<file path="config.mk">
export PLATFORM = sky130hd
export DESIGN_NAME = cdb_alu
export DESIGN_NICKNAME = d
export VERILOG_FILES = /design/src/hw/cdb_pkg.sv /design/src/hw/cdb_alu.sv /design/src/hw/cdb_bcd_adjust.sv
export SDC_FILE = /design/constraint.sdc
export NUM_CORES = 1
export LEC_CHECK = 0
export BUFFER_PORTS_ARGS = -buffer_cell sky130_fd_sc_hd__buf_2
export CAP_MARGIN = 10
export CORE_UTILIZATION = 58
export CTS_BUF_LIST = sky130_fd_sc_hd__clkbuf_8
export CTS_CLUSTER_DIAMETER = 150
export DETAILED_ROUTE_END_ITERATION = 6
export GPL_TIMING_DRIVEN = 0
export PLACE_DENSITY = 0.88
export SYNTH_ARGS = -nofsm -noshare
export SYNTH_HDL_FRONTEND = slang
export SYNTH_SLANG_ARGS = --single-unit
</file>
<file path="constraint.sdc">
create_clock -name clk -period 4.7 [get_ports clk]
set_input_delay 0.47 -clock clk [delete_from_list [all_inputs] [get_ports clk]]
set_output_delay 0.47 -clock clk [all_outputs]
set_load 0.01 [all_outputs]
</file>
<file path="src/hw/cdb_pkg.sv">
// package for the compare / decrement / decimal adjust datapath
// assumes one core clock, synchronous active-high reset and a decoder on the same clock
package cdb_pkg;

    localparam int CDB_DATA_W = 8;

    // operation codes from instruction decode; unused codes are illegal
    typedef enum logic [2:0] {
        CDB_OP_COMPARE = 3'b000, // compare_op
        CDB_OP_SUB_ONE = 3'b001, // subtract_one_op
        CDB_OP_SUB_SKIP = 3'b010, // subtract_one_skip_null_op
        CDB_OP_BCD_ADJ = 3'b011 // bcd_adjust_op
    } cdb_op_e;

    typedef enum logic [1:0] {
        CDB_ST_IDLE = 2'b00,
        CDB_ST_NULL = 2'b01
    } cdb_state_e;

    // destination bit: 0 working register, 1 file register
    localparam logic CDB_DEST_WORK = 1'b0;
    localparam logic CDB_DEST_FILE = 1'b1;

    // decimal adjust constants
    localparam logic [3:0] CDB_NIBBLE_MAX = 4'h9;
    localparam logic [3:0] CDB_BCD_FIX = 4'h6;

    localparam logic [7:0] CDB_DATA_RST = 8'h00;
    localparam logic [7:0] CDB_ONE = 8'h01;
    localparam logic [7:0] CDB_ZERO = 8'h00;

    // execution lengths in cycles
    localparam int CDB_CYCLES_PLAIN = 1;
    localparam int CDB_CYCLES_SKIP = 2;

    typedef struct packed {
        cdb_op_e op;
        logic dest;
        logic [7:0] file_val;
        logic [7:0] work_val;
        logic carry_in;
        logic half_in;
    } cdb_req_s;

    typedef struct packed {
        logic work_we;
        logic file_we;
        logic [7:0] data;
        logic zero_we;
        logic zero;
        logic carry_we;
        logic carry;
    } cdb_wb_s;

    localparam cdb_wb_s CDB_WB_RST = '{
        work_we: 1'b0, file_we: 1'b0, data: 8'h00,
        zero_we: 1'b0, zero: 1'b0, carry_we: 1'b0, carry: 1'b0
    };

endpackage : cdb_pkg

</file>
<file path="src/hw/cdb_alu.sv">
// execution datapath for compare, decrement, decrement-and-skip and decimal adjust
// assumes decode on the same clock presents operands with req_valid and honours req_ready;
// the register file and status logic apply the write-back strobes one cycle after a take
`timescale 1ns/1ps
// Behaviour
// - compare computes file minus working, updates zero and carry only, one cycle
// - decrement file operand, destination bit picks working or file, updates zero, one cycle
// - decimal adjust converts working register sum, writes it back, updates carry only
// - decrement-and-skip stores by destination; zero result discards prefetch, takes two cycles
module cdb_alu import cdb_pkg::*; #(
    parameter int DATA_W = CDB_DATA_W // operand width, fixed at eight by the flags
) (
    input wire logic clk, // core clock, 100 MHz
    input wire logic rst, // synchronous reset, active high
    input wire logic req_valid, // decode presents an operation
    input cdb_req_s req, // operation, destination and operands
    input wire logic add_retired, // pulse: an addition retired this cycle
    output logic req_ready, // operation may be taken this cycle
    output cdb_wb_s wb, // write-back strobes and values, one cycle
    output logic done, // pulse: operation completed
    output logic null_slot, // pulse: prefetched instruction is discarded
    output logic illegal_op, // pulse: unknown operation code was taken
    output logic adjust_in_order, // with done: the adjust directly followed an addition
    output logic busy // level: a two-cycle operation is in progress
);
    cdb_state_e state;
    cdb_state_e next_state;
    logic take;

    logic [8:0] diff;
    logic [7:0] minus_one;
    logic minus_zero;
    logic [7:0] bcd_value;
    logic bcd_carry;
    cdb_wb_s next_wb;
    logic next_illegal;
    logic next_skip;
    logic add_pending;

    assign req_ready = (state == CDB_ST_IDLE);
    assign take = req_valid && req_ready;
    assign busy = (state == CDB_ST_NULL);

    // nine-bit difference: the borrow bit gives the carry of a subtraction
    assign diff = {1'b0, req.file_val} - {1'b0, req.work_val};
    assign minus_one = req.file_val - CDB_ONE;
    assign minus_zero = (minus_one == CDB_ZERO);

    cdb_bcd_adjust u_bcd (
        .sum(req.work_val),
        .carry_in(req.carry_in),
        .half_in(req.half_in),
        .adjusted(bcd_value),
        .carry_out(bcd_carry)
    );

    // decode the operation into its write-back
    always_comb begin
        next_wb = CDB_WB_RST;
        next_illegal = 1'b0;
        next_skip = 1'b0;
        unique case (req.op)
            CDB_OP_COMPARE: begin
                // neither operand is written; only the flags move
                next_wb.zero_we = 1'b1;
                next_wb.zero = (diff[7:0] == CDB_ZERO);
                next_wb.carry_we = 1'b1;
                next_wb.carry = ~diff[8];
            end
            CDB_OP_SUB_ONE: begin
                next_wb.data = minus_one;
                next_wb.work_we = (req.dest == CDB_DEST_WORK);
                next_wb.file_we = (req.dest == CDB_DEST_FILE);
                next_wb.zero_we = 1'b1;
                next_wb.zero = minus_zero;
            end
            CDB_OP_SUB_SKIP: begin
                next_wb.data = minus_one;
                next_wb.work_we = (req.dest == CDB_DEST_WORK);
                next_wb.file_we = (req.dest == CDB_DEST_FILE);
                next_wb.zero_we = 1'b1;
                next_wb.zero = minus_zero;
                next_skip = minus_zero;
            end
            CDB_OP_BCD_ADJ: begin
                // the flags used are those of the preceding addition, so order matters
                next_wb.data = bcd_value;
                next_wb.work_we = 1'b1;
                next_wb.carry_we = 1'b1;
                next_wb.carry = bcd_carry;
            end
            default: begin
                // unknown codes complete as a no-operation so decode cannot hang
                next_illegal = 1'b1;
            end
        endcase
    end

    // sequencing: a zero result of decrement-and-skip adds one null slot
    always_comb begin
        next_state = state;
        unique case (state)
            CDB_ST_IDLE: begin
                if (take && next_skip) begin
                    next_state = CDB_ST_NULL;
                end
            end
            CDB_ST_NULL: begin
                next_state = CDB_ST_IDLE;
            end
            default: begin
                next_state = CDB_ST_IDLE;
            end
        endcase
    end

    always_ff @(posedge clk) begin
        if (rst) begin
            state <= CDB_ST_IDLE;
        end else begin
            state <= next_state;
        end
    end

    // write-back is issued in the cycle after the take, one strobe cycle only
    always_ff @(posedge clk) begin
        if (rst) begin
            wb <= CDB_WB_RST;
        end else if (take) begin
            wb <= next_wb;
        end else begin
            wb <= CDB_WB_RST;
        end
    end

    // completion: plain operations and non-zero skips finish on the write-back, a zero-result skip one cycle later
    always_ff @(posedge clk) begin
        if (rst) begin
            done <= 1'b0;
        end else begin
            done <= (take && !next_skip) || (state == CDB_ST_NULL);
        end
    end

    // the null slot replaces the prefetched instruction in the first cycle after the take, with the write-back
    always_ff @(posedge clk) begin
        if (rst) begin
            null_slot <= 1'b0;
        end else begin
            null_slot <= take && next_skip;
        end
    end

    always_ff @(posedge clk) begin
        if (rst) begin
            illegal_op <= 1'b0;
        end else begin
            illegal_op <= take && next_illegal;
        end
    end

    // remembers that the last retired instruction was an addition; any taken operation clears it,
    // and a new addition in the same cycle wins over that clear
    always_ff @(posedge clk) begin
        if (rst) begin
            add_pending <= 1'b0;
        end else if (add_retired) begin
            add_pending <= 1'b1;
        end else if (take) begin
            add_pending <= 1'b0;
        end
    end

    // only a report: the adjust still runs when software broke the pairing
    always_ff @(posedge clk) begin
        if (rst) begin
            adjust_in_order <= 1'b0;
        end else begin
            adjust_in_order <= take && (req.op == CDB_OP_BCD_ADJ) && add_pending;
        end
    end

endmodule : cdb_alu

</file>
<file path="src/hw/cdb_bcd_adjust.sv">
// combinational decimal adjust of an 8-bit binary sum
// assumes carry and half carry are the flags left by the preceding addition
`timescale 1ns/1ps
module cdb_bcd_adjust import cdb_pkg::*; (
    input wire logic [7:0] sum, // binary sum to correct
    input wire logic carry_in, // carry from the addition
    input wire logic half_in, // half carry from the addition
    output logic [7:0] adjusted, // packed decimal result
    output logic carry_out // decimal overflow
);
    logic fix_low;
    logic [8:0] step_low;
    logic fix_high;
    logic [8:0] step_high;

    always_comb begin
        fix_low = (sum[3:0] > CDB_NIBBLE_MAX) || half_in;
        step_low = {1'b0, sum} + (fix_low ? {5'h00, CDB_BCD_FIX} : 9'h000);
        // a low fix can carry into and beyond the high nibble, so judge the high nibble after it
        fix_high = (step_low[7:4] > CDB_NIBBLE_MAX) || carry_in || step_low[8];
        step_high = {1'b0, step_low[7:0]} + (fix_high ? {1'b0, CDB_BCD_FIX, 4'h0} : 9'h000);
        adjusted = step_high[7:0];
        carry_out = carry_in || step_low[8] || step_high[8];
    end

endmodule : cdb_bcd_adjust

</file>
==> impl_metrics.tcl <==
set metrics [dict create \
    min_path_cells 3 \
    drc 0 \
    synth_cell_types 46 \
    max_freq_mhz 305 \
    die_x_um 53.8 \
    drt_iter0_drc 40 \
    tritoncts "done" \
    power_leakage_nw 0.859 \
    synth_ff_type "dfxtp_1" \
    hold_violations 0 \
    wl_per_cell_um 13.5 \
    crit_type "input port to flip-flop" \
    cts_hold_buffers 0 \
    crit_fanout 9 \
    grtUsageTotal_pct 27.8 \
    synth_edf_count 0 \
    ir_drop_v 0.000202 \
    p_per_area_mw_per_mm2 233 \
    h-tree-depth 1 \
    io_buffers 43 \
    ys_ff_latch 20 \
    setup_violations 0 \
    required_ns 4.90 \
    drv_cap 0 \
    initial_utilization_pct 62.3 \
    ys_top_cells_by_count "nor2_1, dfxtp_1, inv_1, ha_1" \
    synth_top_area_cell "dfxtp_1" \
    rsz0062_at_grt "false" \
    tightest_slew_ns 0.525 \
    synth_nets 231 \
    coreArea_mm2 0.00250 \
    gp_congestion 0.882 \
    syn_area_mm2 0.00156 \
    drt_wl_total_mm 3.60 \
    vias_per_cell 5.81 \
    nets 279 \
    rows 18 \
    rr_worst_depth 4 \
    synth_warnings 0 \
    end_kind "flip-flop" \
    yosys.area.top_type_share_pct 25.7 \
    first_global_vias 1397 \
    antenna_found_initial 0 \
    vias 1545 \
    postCtsSetupBuffers 0 \
    overflow 0 \
    tns_ns 0 \
    drive_gt1_share_pct 23.7 \
    cts.repair.resized 0 \
    grt_max_degree 12 \
    io_pins 46 \
    numCtsBuffers 3 \
    async_flop_share_pct 0 \
    setup_ws_ns 1.42 \
    post-route-period-util_pct 69.8 \
    drtPass1Iterations 4 \
    die_y_um 53.8 \
    syn_avg_cell_area_um2 8.24 \
    clk_path_buf_depth 2 \
    status "completed" \
    grt_pass1_wl_mm 5.82 \
    dp_hpwl_mm 2.89 \
    max_slew_margin_pct 64.8 \
    slew_violations 0 \
    utilization_pct 74.6 \
    start_kind "input port" \
    clkTransAtPathRegs_ns 0.07 \
    ys_seq_area_share_pct 25.7 \
    n_antenna_cell 0 \
    cts_root_buf "clkbuf_8" \
    clk_latency_ns 0.26 \
    synthTopCellsByArea "dfxtp_1, ha_1, nor2_1, xnor2_1, inv_1" \
    skew_ns 0.00534 \
    syn_to_final_growth_pct 19.8 \
    hp-class "input port to flip-flop" \
    synthCells 189 \
    dieArea_mm2 0.00290 \
    period_minus_slack_ns 3.28 \
    ant_nets 0 \
    yosys.cell_count.top_type "nor2_1" \
    preCtsSetupSlack_ns 1.17 \
    cp.arrival_ns 3.48 \
    cts.sinks 20 \
]
-- placed cells by master, fill, tap and decap left out, types with 2 or more instances in the layout --
| cell | synthesis | final |
|---|---|---|
| a21o_1 | 2 | 2 |
| o2111ai_1 | 2 | 2 |
| and4_1 | 2 | 2 |
| nor3b_1 | 6 | 6 |
| or4b_2 | 2 | 2 |
| nor2b_1 | 2 | 2 |
| nand3_1 | 3 | 3 |
| a22oi_1 | 5 | 5 |
| nor2_1 | 25 | 25 |
| o211ai_1 | 5 | 5 |
| buf_2 | 0 | 43 |
| xor2_1 | 4 | 4 |
| or4_1 | 4 | 4 |
| o31ai_1 | 2 | 2 |
| inv_1 | 15 | 15 |
| xnor2_1 | 9 | 9 |
| clkbuf_1 | 6 | 6 |
| a21oi_1 | 5 | 5 |
| nand3b_1 | 2 | 2 |
| dfxtp_1 | 20 | 20 |
| ha_1 | 14 | 14 |
| nand2_1 | 9 | 9 |
| nand2b_1 | 3 | 3 |
| nor4_1 | 3 | 3 |
| o311ai_0 | 2 | 2 |
| a31oi_1 | 2 | 2 |
| and2_1 | 4 | 4 |
| o22ai_1 | 2 | 2 |
| clkbuf_8 | 0 | 4 |
| fa_1 | 2 | 2 |
| nor3_1 | 7 | 7 |
| and3_1 | 2 | 2 |
| o21ai_0 | 3 | 3 |
-- sequential cells by signal, indices dropped and copies added (netlist names) --
register         cells
add_pending          1
done                 1
illegal_op           1
state                1
wb                  14
adjust_in_order      1
null_slot            1
-- stage by stage --
step	instances	hold WS (ns)	cell area, um2	total power, W
6_report	266	0.410	1870	0.000435
5_1_grt	266	0.420	1870	0.000457
4_1_cts	266	0.412	1870	0.000433
3_5_place_dp	262	0.465	1810	0.000308
3_3_place_gp	262	0.462	1810	0.000305
2_1_floorplan	189	0.430	1560	0.000267
-- cells by family after synthesis --
group,share of synthesized area [%]
AO/OA/AOI/OAI,18.3
XOR/XNOR,8.35
adder cells (fa/ha/maj),14.5
buffers and inverters,5.06
flip-flops,25.7
multiplexers,0.643
AND/OR/NAND/NOR,27.5
-- cell type report --
cell class	instances	area (um2)
Sequential cell	20	400
Multi-Input combinational cell	148	1080
Tap cell	30	37.5
Fill cell	191	634
Buffer	6	22.5
Inverter	15	56.3
Timing Repair Buffer	43	215
Clock buffer	4	55.1
-- where the power goes --
group | internal (W) | leakage [nW] | switching (W)
clock network | 0.0000746 | 0.0288 | 0.0000538
logic | 0.0000575 | 0.668 | 0.0000740
registers | 0.000174 | 0.163 | 0.00000106
total | 0.000306 | 0.859 | 0.000129
-- worst paths after layout --
check                           startpoint                          to  slack [ns]
hold / removal                 add_retired    add_pending$_SDFFE_PP0P_        0.41
setup reg to reg     state[0]$_SDFFE_PP0P_            wb[0]$_SDFF_PP0_        2.73
hold reg to reg   add_pending$_SDFFE_PP0P_  adjust_in_order$_SDFF_PP0_        0.48
setup / recovery                    req[5]           wb[11]$_SDFF_PP0_        1.42
-- worst max-delay path, stage by stage --
cell,delay [ns]
clkbuf_1,0.27
o21ai_0,0.14
nand2b_1,0.16
ha_1,0.20
fa_1,0.28
and4_1,0.25
nand3_1,0.13
o211ai_1,0.35
ha_1,0.27
ha_1,0.23
nor2_1,0.07
a221o_1,0.31
o22ai_1,0.19
a32o_1,0.15
-- per-layer routing --
layer  part of all wire (%)  up-vias  GRT usage [%]
met2                     50       45           49.4
met1                     45      704           33.2
met5                      0        -              0
met3                    4.0        5           3.39
li1                       -      791              -
met4                    1.2        0           11.4
Power figures use the tool's default switching activity.
